--- src/rtl/ebi_regs.svh ---
// Constants for the external bus master interface
// Overview of operation
// - Read address phase drives address, read level, size, code, optional select.
// - Read address phase asserts output enable; lanes too unless write-enable mode.
// - Acknowledge or chip-select acknowledge moves address phase to completion.
// - Without acknowledge, whole-clock wait states are inserted.
// - Read completion passes the active data half-words inward.
// - Read strobes, address and status hold through completion.
// - Write address phase keeps output enable negated; write level and lanes.
// - Write data driven from first wait state, else in completion.
// - Write lanes negate after completion; address, data, status hold through.
// - Error acknowledge ends cycle with error, overriding normal acknowledge.
// - Monitor limit 8, 16, 32 or 64 clocks raises internal error.
// - Monitor count restarts at the start of every bus access.
// - Scope bit picks internal-only or all; debug may switch monitor off.
// - Word to 16-bit port is timed as two separate cycles.
// - Aborted cycles still drive address, status, select, enable, strobe.
// - Emulation code: 10 ports, 11 modules, 01 internal, 00 external.
// - Emulation code shows 11 during reset.
// - Show cycles keep enables negated; data shown the clock after.
// - Internal cycles drive status; data bus released without show cycles.
// - Show cycles forced in emulation mode, else by enable bit.
// - Show strobe low once for status, high once for data, per cycle.
// - Lane enables 0 to 3 map to D[31:24] down to D[7:0].
// - Word to 16-bit port: word size at offset 0, then half at 2.
`ifndef EBI_REGS_SVH
`define EBI_REGS_SVH
`define SIZE_BYTE 2'h1
`define SIZE_HALF 2'h2
`define SIZE_WORD 2'h0
`define EMUL_PORT 2'h2
`define EMUL_MODULE 2'h3
`define EMUL_INTERNAL 2'h1
`define EMUL_EXTERNAL 2'h0
`define EMUL_RESET 2'h3
`define MON_BASE 7'h08
`define MON_COUNT_W 7
`endif

--- src/rtl/ebi_pkg.sv ---
// Types shared by the external bus master interface
package ebi_pkg;
    typedef enum {
        ST_IDLE, ST_ADDR, ST_WAIT, ST_DONE, ST_INT, ST_SHOW
    } bus_state_t;
    typedef enum logic [1:0] {
        TGT_EXTERNAL, TGT_PORT, TGT_MODULE, TGT_INTERNAL
    } target_t;
    typedef struct packed {
        bus_state_t st;
        logic write;
        logic port16;
        logic second;
        logic is_int;
        logic aborted;
        logic error;
        logic busy;
        logic show_en;
        logic mon_start;
        logic [22:0] addr;
        logic [1:0] size;
        logic [2:0] code;
        logic [3:0] cs_n;
        logic [31:0] wdata;
        logic [31:0] rdata;
        logic oe_n;
        logic rw;
        logic [3:0] lane_n;
        logic [31:0] dout;
        logic dout_oe_n;
        logic strobe;
        logic [1:0] emul;
        logic done;
        logic err;
    } ebi_state_t;
    typedef struct packed {
        logic [6:0] count;
        logic run;
        logic timeout;
    } mon_state_t;
endpackage

--- src/rtl/bus_monitor.sv ---
// Bus response timer with selectable limit
`timescale 1ns/1ps
`include "ebi_regs.svh"
module bus_monitor (
    input wire logic clk,
    input wire logic reset,
    input wire logic start,
    input wire logic active,
    input wire logic [1:0] sel,
    output logic timeout
);
    ebi_pkg::mon_state_t s;
    ebi_pkg::mon_state_t next_s;
    logic [`MON_COUNT_W-1:0] limit;

    always_comb begin
        limit = `MON_BASE << sel;
        next_s = s;
        next_s.timeout = 1'b0;
        if (start) begin
            next_s.count = '0;
            next_s.run = active;
        end else if (s.run && active) begin
            if (s.count == limit - 7'h01) begin
                next_s.timeout = 1'b1;
                next_s.run = 1'b0;
            end
            next_s.count = s.count + 7'h01;
        end else begin
            next_s.run = 1'b0;
        end
    end

    always_ff @(posedge clk) begin
        if (reset) begin
            s <= '0;
        end else begin
            s <= next_s;
        end
    end

    assign timeout = s.timeout;
endmodule

--- src/rtl/ebi_master.sv ---
// External bus master: cycle sequencer, show cycles, monitor hookup
`timescale 1ns/1ps
`include "ebi_regs.svh"
module ebi_master (
    input wire logic clk,
    input wire logic reset,
    input wire logic req_valid,
    input wire logic req_write,
    input wire logic [22:0] req_addr,
    input wire logic [1:0] req_size,
    input wire logic [2:0] req_code,
    input wire ebi_pkg::target_t req_target,
    input wire logic [3:0] req_cs_n,
    input wire logic req_port16,
    input wire logic req_we_mode,
    input wire logic [31:0] req_wdata,
    input wire logic req_abort,
    input wire logic cs_ack,
    input wire logic int_done,
    input wire logic [31:0] int_data,
    input wire logic xfer_ack_n,
    input wire logic xfer_error_ack_n,
    input wire logic [31:0] data_in,
    input wire logic emulation_mode,
    input wire logic show_cycle_enable_bit,
    input wire logic show_strobe_enable,
    input wire logic [1:0] monitor_timeout_sel,
    input wire logic monitor_scope_bit,
    input wire logic debug_mode,
    input wire logic monitor_debug_off,
    output logic busy,
    output logic resp_done,
    output logic resp_error,
    output logic [31:0] resp_rdata,
    output logic [22:0] addr,
    output logic rw,
    output logic [1:0] xfer_size,
    output logic [2:0] xfer_code,
    output logic [3:0] cs_n,
    output logic oe_n,
    output logic [3:0] byte_lane_enable_n,
    output logic [31:0] data_out,
    output logic data_oe_n,
    output logic show_strobe,
    output logic [1:0] emul_access_code
);
    ebi_pkg::ebi_state_t s;
    ebi_pkg::ebi_state_t next_s;
    logic ack_n_s;
    logic err_n_s;
    logic [31:0] din_s;
    logic mon_timeout;
    logic mon_active;
    logic strobe_on;
    logic term_ack;
    logic term_err;

    pin_sync #(.W(2), .INIT(2'h3)) u_ctl_sync (
        .clk(clk),
        .reset(reset),
        .din({xfer_ack_n, xfer_error_ack_n}),
        .dout({ack_n_s, err_n_s})
    );

    pin_sync #(.W(32), .INIT(32'h0)) u_data_sync (
        .clk(clk),
        .reset(reset),
        .din(data_in),
        .dout(din_s)
    );

    // Scope bit and debug switch gate the timer per access
    assign mon_active = !(debug_mode && monitor_debug_off)
        && (s.is_int || monitor_scope_bit)
        && (s.st == ebi_pkg::ST_ADDR || s.st == ebi_pkg::ST_WAIT
            || s.st == ebi_pkg::ST_INT);

    bus_monitor u_monitor (
        .clk(clk),
        .reset(reset),
        .start(s.mon_start),
        .active(mon_active),
        .sel(monitor_timeout_sel),
        .timeout(mon_timeout)
    );

    function automatic logic [3:0] lane_mask(input logic [1:0] sz,
        input logic [1:0] a, input logic p16);
        logic [3:0] m;
        m = 4'hF;
        if (sz == `SIZE_BYTE) begin
            m = p16 ? (4'h1 << a[0]) : (4'h1 << a);
        end else if (sz == `SIZE_HALF || p16) begin
            m = (a[1] && !p16) ? 4'hC : 4'h3;
        end
        return m;
    endfunction

    // Narrow port carries the addressed half-word on the upper lanes
    function automatic logic [31:0] place(input logic [31:0] d,
        input logic a1, input logic p16);
        return (p16 && a1) ? {d[15:0], d[15:0]} : d;
    endfunction

    function automatic logic [1:0] emul_of(input ebi_pkg::target_t t);
        case (t)
            ebi_pkg::TGT_PORT: emul_of = `EMUL_PORT;
            ebi_pkg::TGT_MODULE: emul_of = `EMUL_MODULE;
            ebi_pkg::TGT_INTERNAL: emul_of = `EMUL_INTERNAL;
            default: emul_of = `EMUL_EXTERNAL;
        endcase
    endfunction

    assign strobe_on = show_strobe_enable || emulation_mode;
    assign term_err = !err_n_s || mon_timeout;
    assign term_ack = (!ack_n_s || cs_ack) && !(s.second && s.mon_start);

    always_comb begin
        next_s = s;
        next_s.done = 1'b0;
        next_s.err = 1'b0;
        next_s.mon_start = 1'b0;
        next_s.show_en = emulation_mode || show_cycle_enable_bit;
        case (s.st)
            ebi_pkg::ST_IDLE: begin
                next_s.strobe = 1'b1;
                next_s.dout_oe_n = 1'b1;
                if (req_valid) begin
                    next_s.busy = 1'b1;
                    next_s.write = req_write;
                    next_s.port16 = req_port16;
                    next_s.second = 1'b0;
                    next_s.aborted = 1'b0;
                    next_s.error = 1'b0;
                    next_s.rdata = '0;
                    next_s.wdata = req_wdata;
                    next_s.addr = req_addr;
                    next_s.size = req_size;
                    next_s.code = req_code;
                    next_s.rw = !req_write;
                    next_s.emul = emul_of(req_target);
                    next_s.mon_start = 1'b1;
                    if (req_target == ebi_pkg::TGT_EXTERNAL) begin
                        next_s.is_int = 1'b0;
                        next_s.st = ebi_pkg::ST_ADDR;
                        if (req_size == `SIZE_WORD) begin
                            next_s.addr[1:0] = 2'h0;
                        end
                        next_s.cs_n = req_cs_n;
                        next_s.oe_n = req_write;
                        next_s.lane_n = (req_write || !req_we_mode)
                            ? ~lane_mask(req_size, req_addr[1:0],
                                req_port16) : 4'hF;
                        next_s.strobe = !strobe_on;
                    end else begin
                        next_s.is_int = 1'b1;
                        next_s.st = ebi_pkg::ST_INT;
                        next_s.strobe = !(strobe_on && next_s.show_en);
                    end
                end
            end
            ebi_pkg::ST_ADDR, ebi_pkg::ST_WAIT: begin
                if (s.write) begin
                    next_s.dout = place(s.wdata, s.addr[1], s.port16);
                    next_s.dout_oe_n = 1'b0;
                end
                if (req_abort) begin
                    next_s.aborted = 1'b1;
                    next_s.st = ebi_pkg::ST_DONE;
                    next_s.strobe = 1'b1;
                end else if (term_err) begin
                    next_s.error = 1'b1;
                    next_s.st = ebi_pkg::ST_DONE;
                    next_s.strobe = 1'b1;
                end else if (term_ack) begin
                    next_s.st = ebi_pkg::ST_DONE;
                    next_s.strobe = 1'b1;
                end else begin
                    next_s.st = ebi_pkg::ST_WAIT;
                end
            end
            ebi_pkg::ST_DONE: begin
                if (!s.write) begin
                    if (s.port16 && s.addr[1]) begin
                        next_s.rdata[15:0] = din_s[31:16];
                    end else if (s.port16) begin
                        next_s.rdata[31:16] = din_s[31:16];
                    end else begin
                        next_s.rdata = din_s;
                    end
                end
                next_s.lane_n = 4'hF;
                if (s.port16 && s.size == `SIZE_WORD && !s.second
                    && !s.error && !s.aborted) begin
                    next_s.second = 1'b1;
                    next_s.addr[1] = 1'b1;
                    next_s.size = `SIZE_HALF;
                    next_s.st = ebi_pkg::ST_ADDR;
                    next_s.mon_start = 1'b1;
                    next_s.lane_n = s.lane_n;
                    next_s.dout_oe_n = 1'b1;
                    next_s.strobe = !strobe_on;
                end else begin
                    next_s.st = ebi_pkg::ST_IDLE;
                    next_s.done = !s.aborted;
                    next_s.err = s.error && !s.aborted;
                    next_s.busy = 1'b0;
                    next_s.cs_n = 4'hF;
                    next_s.oe_n = 1'b1;
                    next_s.dout_oe_n = 1'b1;
                end
            end
            ebi_pkg::ST_INT: begin
                if (req_abort) begin
                    next_s.st = ebi_pkg::ST_IDLE;
                    next_s.busy = 1'b0;
                    next_s.strobe = 1'b1;
                end else if (mon_timeout || int_done) begin
                    next_s.done = 1'b1;
                    next_s.err = mon_timeout;
                    if (next_s.show_en && s.show_en) begin
                        next_s.st = ebi_pkg::ST_SHOW;
                        next_s.dout = int_data;
                        next_s.dout_oe_n = 1'b0;
                        next_s.strobe = 1'b1;
                    end else begin
                        next_s.st = ebi_pkg::ST_IDLE;
                        next_s.busy = 1'b0;
                        next_s.strobe = 1'b1;
                    end
                end
            end
            ebi_pkg::ST_SHOW: begin
                // Shown data stands one clock only
                next_s.st = ebi_pkg::ST_IDLE;
                next_s.busy = 1'b0;
                next_s.dout_oe_n = 1'b1;
            end
            default: begin
                next_s.st = ebi_pkg::ST_IDLE;
            end
        endcase
    end

    always_ff @(posedge clk) begin
        if (reset) begin
            s <= '0;
            s.st <= ebi_pkg::ST_IDLE;
            s.cs_n <= 4'hF;
            s.oe_n <= 1'b1;
            s.rw <= 1'b1;
            s.lane_n <= 4'hF;
            s.dout_oe_n <= 1'b1;
            s.strobe <= 1'b1;
            s.emul <= `EMUL_RESET;
        end else begin
            s <= next_s;
        end
    end

    assign busy = s.busy;
    assign resp_done = s.done;
    assign resp_error = s.err;
    assign resp_rdata = s.rdata;
    assign addr = s.addr;
    assign rw = s.rw;
    assign xfer_size = s.size;
    assign xfer_code = s.code;
    assign cs_n = s.cs_n;
    assign oe_n = s.oe_n;
    assign byte_lane_enable_n = s.lane_n;
    assign data_out = s.dout;
    assign data_oe_n = s.dout_oe_n;
    assign show_strobe = s.strobe;
    assign emul_access_code = s.emul;
endmodule

--- src/rtl/pin_sync.sv ---
// Two-stage synchroniser for pin inputs
`timescale 1ns/1ps
module pin_sync #(
    parameter int W = 1,
    parameter logic [W-1:0] INIT = '0
) (
    input wire logic clk,
    input wire logic reset,
    input wire logic [W-1:0] din,
    output logic [W-1:0] dout
);
    typedef struct packed {
        logic [W-1:0] s1;
        logic [W-1:0] s2;
    } sync_t;
    sync_t s;
    sync_t next_s;

    always_comb begin
        next_s.s1 = din;
        next_s.s2 = s.s1;
    end

    always_ff @(posedge clk) begin
        if (reset) begin
            s <= {INIT, INIT};
        end else begin
            s <= next_s;
        end
    end

    assign dout = s.s2;
endmodule
--- config.mk ---
export PLATFORM = sky130hd
export DESIGN_NAME = ebi_master
export DESIGN_NICKNAME = d
export VERILOG_FILES = /design/src/rtl/ebi_pkg.sv /design/src/rtl/bus_monitor.sv /design/src/rtl/ebi_master.sv /design/src/rtl/pin_sync.sv
export VERILOG_INCLUDE_DIRS = /design/src /design/src/rtl
export SDC_FILE = /design/constraint.sdc
export NUM_CORES = 1
export LEC_CHECK = 0
export BUFFER_PORTS_ARGS = -buffer_cell sky130_fd_sc_hd__buf_2
export CORE_UTILIZATION = 50
export CTS_CLUSTER_DIAMETER = 150
export DETAILED_ROUTE_END_ITERATION = 6
export PLACE_DENSITY = 0.79
export SKIP_LAST_GASP = 1
export SYNTH_ARGS = -nofsm -noshare
export SYNTH_HDL_FRONTEND = slang
export SYNTH_SLANG_ARGS = --single-unit
--- constraint.sdc ---
create_clock -name clk -period 2.9 [get_ports clk]
set_input_delay 0.29 -clock clk [delete_from_list [all_inputs] [get_ports clk]]
set_output_delay 0.29 -clock clk [all_outputs]
set_load 0.02 [all_outputs]
* Yosys cells after proc, flatten, opt, wreduce, memory -nomap -nowiden
Cells that the tools add are included.
** Storage, ports and cells
- Register bits after elaboration :: 258
- Input port bits :: 149
- Output and inout bits :: 109
- Logic and storage cells :: 209
** Cells by class
- $add $sub $neg :: 2
- Eq/ne operators :: 32
- Shift operators :: 3
- Mux-type cells :: 73
- Bitwise logic cells :: 2
- Reductions and logical operators :: 63
** Operators by type and width (number)
- $mux 32 :: 6
- $pmux 32 s4 :: 1
- $mux 103 :: 1
- $mux 33 :: 3
- $eq 32x2->1 const B :: 3
- $eq 32x3->1 const B :: 3
- $pmux 33 s2 :: 1
- $pmux 32 s2 :: 1
- $mux 16 :: 3
- $mux 4 :: 11
- $mux 39 :: 1
- $mux 34 :: 1
- $eq 32x1->1 const B :: 1
- $eq 32x4->1 const B :: 1
- $logic_not 32->1 :: 1
- $ne 2x2->1 const B :: 13
- $mux 1 :: 22
- $reduce_and 4->1 :: 5
- $pmux 4 s2 :: 2
- $logic_and 1x1->1 :: 15
- $reduce_and 5->1 :: 3
- $mux 2 :: 7
- $logic_not 1->1 :: 12
- $ne 3x3->1 const B :: 4
- other kinds (26) :: 54

* Longest topological paths before layout
- Depth after elaboration :: 13
- Mapped depth :: 8
- Mapped depth without buffers :: 6

* Cells and area by module
A second synthesis with hierarchy kept.
** Unflattened totals
- Cell total of the unflattened synthesis :: 1079
- Area total of the unflattened synthesis :: 9567.9 um^2
** Modules (own cells, without submodules)
- ebi_master :: times used 1, cells each 885, area an instance 7116.8 um^2, seq. area each 3042.9 um^2
- pin_sync at u_data_sync :: times used 1, cells each 135, area an instance 1918.1 um^2, seq. area each 1281.2 um^2
- bus_monitor :: times used 1, cells each 51, area an instance 427.9 um^2, seq. area each 180.2 um^2
- pin_sync at u_ctl_sync :: times used 1, cells each 8, area an instance 105.1 um^2, seq. area each 80.1 um^2

* Worst setup path after synthesis
OpenSTA, ideal clock, no wires.
- Kind :: reg2reg
- From :: register s[149] (netlist bit)
- To :: register s, in the netlist data_out[30]
- Library setup time :: 0.070 ns
- Data arrival time :: 2.037 ns
- Data required time :: 2.830 ns
- Setup slack :: 0.793 ns
- Cell stages (with the launch flop) :: 8
- Buffers on the path :: 3
- Clock period less this slack :: 2.107 ns
- Path through :: dfxtp_1 > or3b_1 > buf_2 > or4_1 > buf_2 > buf_6 > a221o_1 > a21oi_1
** On the way
- Cells in the longest elaborated chain, start to end :: 4
- Elaborated cells between the ends (all ways) :: 11
- Those cells by class :: eq/ne (7); mux (1); reduce/logical (3)
** Ends and longest elaborated chain
- start: declaration :: RTL line ebi_master.sv:47 : ebi_pkg::ebi_state_t s;
- start signal: assignment :: RTL line ebi_master.sv:257 : s <= next_s;
- $eq 32x1->1 or $eq 32x2->1 (tied branches) :: RTL line ebi_master.sv:124 : case (s.st)
- $reduce_or 2->1 :: RTL line ebi_master.sv:124
- $ne 2x2->1 (no source line) or $reduce_bool 2->1 (tied branches)
- $reduce_and 5->1 (no source line)
Several ways; a longest one is shown, not always the timed one.
A chain may end at the register's enable or synchronous reset.

* Worst setup path in the final report
- From :: register s[150] (netlist bit)
- To :: register s, in the netlist data_out[31]
Same word-level chain as after synthesis.

==> run_results.csv <==
group,metric,value,unit
logic_synthesis,ys_types,52,
power,peakVddDrop,0.000431,V
logic_synthesis,ys_seq_elements,229,
setup_path,crit_required,3340,ps
grt,first_global_vias,7458,
clocking,postCtsSetupBuffers,0,
placement,pre_cts_slack,501,ps
placement,port_buffers,257,
grt,antenna_found_initial,0,
clocking,cts_tree,"yes",
sta,slew_headroom,0.275,
logic_synthesis,netlist_instances,1090,
logic_synthesis,synthArstFlopShare,0,
logic_synthesis,avgSynthCellArea,8.68,um^2
status,status,"finished, final reports clean",
floorplanning,core,18300,um^2
sta,finalMaxSlewViolations,0,
cells_and_area,area_growth_syn_to_layout,17.5,%
logic_synthesis,netlist_area,9460,um^2
placement,dp_hpwl,16000,um
setup_path,worstPathMaxFanout,32,
clocking,cts_htree_levels,1,
setup_path,timing.rr.start,"s[150]$_SDFFE_PP0P_",
drt,drtIter0Drc,505,
logic_synthesis,syn_nets,1243,
sta,rsz0062_at_grt,"no",
grt,grt_start_max_net_pins,105,
setup_path,start_kind,"flip-flop",
drt,dr_wl_met2,11600,um
sta,tightest_slew,1090,ps
setup_path,critPathArrivalTime,2850,ps
setup_path,regToRegSetupSlack,490,ps
sta,setup_viol,0,
min_path,min-delay-start,"data_in[4]",
drt,route.met3.wl,1440,um
power,power.leakage,4.83,nW
logic_synthesis,yosys.area.top_type,"dfxtp_1",
logic_synthesis,yosysWarningCount,0,
logic_synthesis,yosys.area_share.simple,0.204,
logic_synthesis,netlist_top_cells_count,"dfxtp_1, nand2_1, a21oi_1",
grt,grt_overflow,0,
drt,dr.pass1.iters,5,
sta,finalCritPeriodShare,0.832,
clocking,cts-root-buf,"clkbuf_16",
logic_synthesis,yosysMostFrequentCell,"dfxtp_1",
min_path,whs_path_depth,2,
min_path,hold_end,"u_data_sync.next_s[4]$_SDFF_PP0_",
drt,routed_wl,23800,um
clocking,cts_sinks,229,
floorplanning,die-width,140,um
min_path,min_path_type,"in2reg",
grt,grt_pass1_wl,37300,um
floorplanning,die_area,19500,um^2
sta,final_hold_viol_count,0,
clocking,path_clk_slew,60,ps
clocking,cts_buffer_depth,3,
sta,worst_slack,486,ps
sta,fin_setup_tns,0,ps
run,maxCapViolCount,0,
logic_synthesis,muxShareOfSynthArea,0.0370,
logic_synthesis,synth_fa_ha_area_frac,0.00529,
floorplanning,initial_core_util,0.518,
logic_synthesis,ys.flop_type,"dfxtp_1",
setup_path,r2r_end,"data_out[31]$_SDFFE_PP0P_",
floorplanning,num_rows,49,
drt,met1_length,9990,um
logic_synthesis,synth-compound-area-share,0.147,
cells_and_area,layout-drive-gt1-share,0.256,
logic_synthesis,synthTopCellsByArea,"dfxtp_1, buf_4, nand2_1",
placement,place.gp.congestion,0.859,
drt,drc,0,
logic_synthesis,synth_edf_count,0,
setup_path,r2r_cells,5,
setup_path,end_kind,"flip-flop",
logic_synthesis,seq_area_frac_synth,0.485,
setup_path,path_class,"reg2reg",
sta,layout_min_cycle_time,2410,ps
cells_and_area,num-nets-final,1387,
floorplanning,ioPinCount,258,
sta,fmax,414,MHz
grt,track_usage,0.236,
power,powerDensity,645,nW/um^2
drt,final_antenna_net_count,0,
drt,vias,7949,
logic_synthesis,synth_xor_area_frac,0.00556,
drt,avgRoutedWirePerCell,16.1,um
logic_synthesis,synth_top_area_frac,0.485,
sta,fin_skew,7.05,ps
clocking,clk_latency,500,ps
floorplanning,die_h,140,um
drt,vias_per_cell,5.37,
cells_and_area,antennaDiodeCount,0,
logic_synthesis,synth_top_family_by_area,"simple AND/OR/NAND/NOR gates",
drt,routed.top_layer,"met4",
clocking,numCtsBuffers,24,
## per-layer routing
layer / vias to the layer above / track usage
met5: - / 0
met4: 0 / 0.0839
met3: 49 / 0.0348
met2: 298 / 0.409
met1: 3716 / 0.298
li1: 3886 / -
## cell families (layout without fill, tap and decap cells)
kind of cell,count (synthesis),after routing
flip-flops,229,229
buffers and inverters,186,346
AND/OR/NAND/NOR,407,407
XOR/XNOR,6,6
adder cells (fa/ha/maj),4,4
multiplexers,35,35
AO/OA/AOI/OAI,223,223
## area by class of cell
class	instances	area (um^2)
fillers	1586	7160
flip-flops and latches	229	4580
multi-input cells	675	3800
repair buffers	295	1660
clock buffers	30	644
well taps	229	287
clock inverters	12	103
inverters	9	33.8
## flip-flops by register name, indices dropped and copies added (netlist names), 3 cells and up
signal,cells
xfer_code,3
u_data_sync.next_s,32
resp_rdata,32
data_out,32
u_data_sync.dout,32
s,43
u_monitor.s,8
byte_lane_enable_n,4
cs_n,4
addr,23
## repair_timing
| item | 4_1_cts | 5_1_grt |
|---|---|---|
| endpoints found under the setup margin | 0 | 0 |
| hold endpoints to repair | 23 | 0 |
| hold buffers | 23 | 0 |
| resized for setup | 0 | 0 |
## report_power, final
group	internal (W)	switching (W)
clock network	0.00167	0.00124
logic	0.000337	0.000514
registers	0.00331	0.0000958
total	0.00531	0.00185
## cell usage in the layout (no fill, tap or decap), types with 6 or more instances in the layout
cell / instances
buf_2: 256
a21oi_1: 122
a211oi_1: 19
nand2_1: 180
o21ai_0: 15
a2bb2oi_1: 8
mux2i_1: 35
nand3_1: 52
dfxtp_1: 229
nand2b_1: 7
a21o_1: 17
a221o_1: 16
dlygate4sd3_1: 23
clkbuf_16: 25
nor3_1: 26
buf_4: 13
or3_1: 6
inv_1: 9
nor2_1: 43
nor2b_1: 64
## per-stage QoR
stage | hold slack [ps] | instance area, um^2 | std cells | power [W] | util
2_1_floorplan | 389 | 9460 | 1090 | 0.00405 | -
3_3_place_gp | 393 | 10100 | 1414 | 0.00427 | 0.555
3_5_place_dp | 399 | 10100 | 1414 | 0.00429 | 0.555
4_1_cts | 0.731 | 11100 | 1479 | 0.00721 | 0.608
5_1_grt | 10.8 | 11100 | 1479 | 0.00742 | 0.608
6_report | 14.5 | 11100 | 1479 | 0.00716 | 0.608
## worst max-delay path, stage by stage, from the launching register on
cell     delay [ps]
dfxtp_1         440
or3b_2          560
or4_1           590
buf_4           260
a221o_1         350
a21oi_1         140
## worst max path at each step
stage	start	to	slack [ps]	depth (start not counted)
floorplan	s[149]$_SDFFE_PP0P_	data_out[30]$_SDFFE_PP0P_	790	7
global placement	s[150]$_SDFFE_PP0P_	data_out[22]$_SDFFE_PP0P_	560	5
detailed placement	s[150]$_SDFFE_PP0P_	data_out[31]$_SDFFE_PP0P_	500	5
CTS	s[150]$_SDFFE_PP0P_	data_out[31]$_SDFFE_PP0P_	500	5
global route	s[150]$_SDFFE_PP0P_	data_out[27]$_SDFFE_PP0P_	360	5
finish	s[150]$_SDFFE_PP0P_	data_out[31]$_SDFFE_PP0P_	490	5
Power figures use the tool's default switching activity.
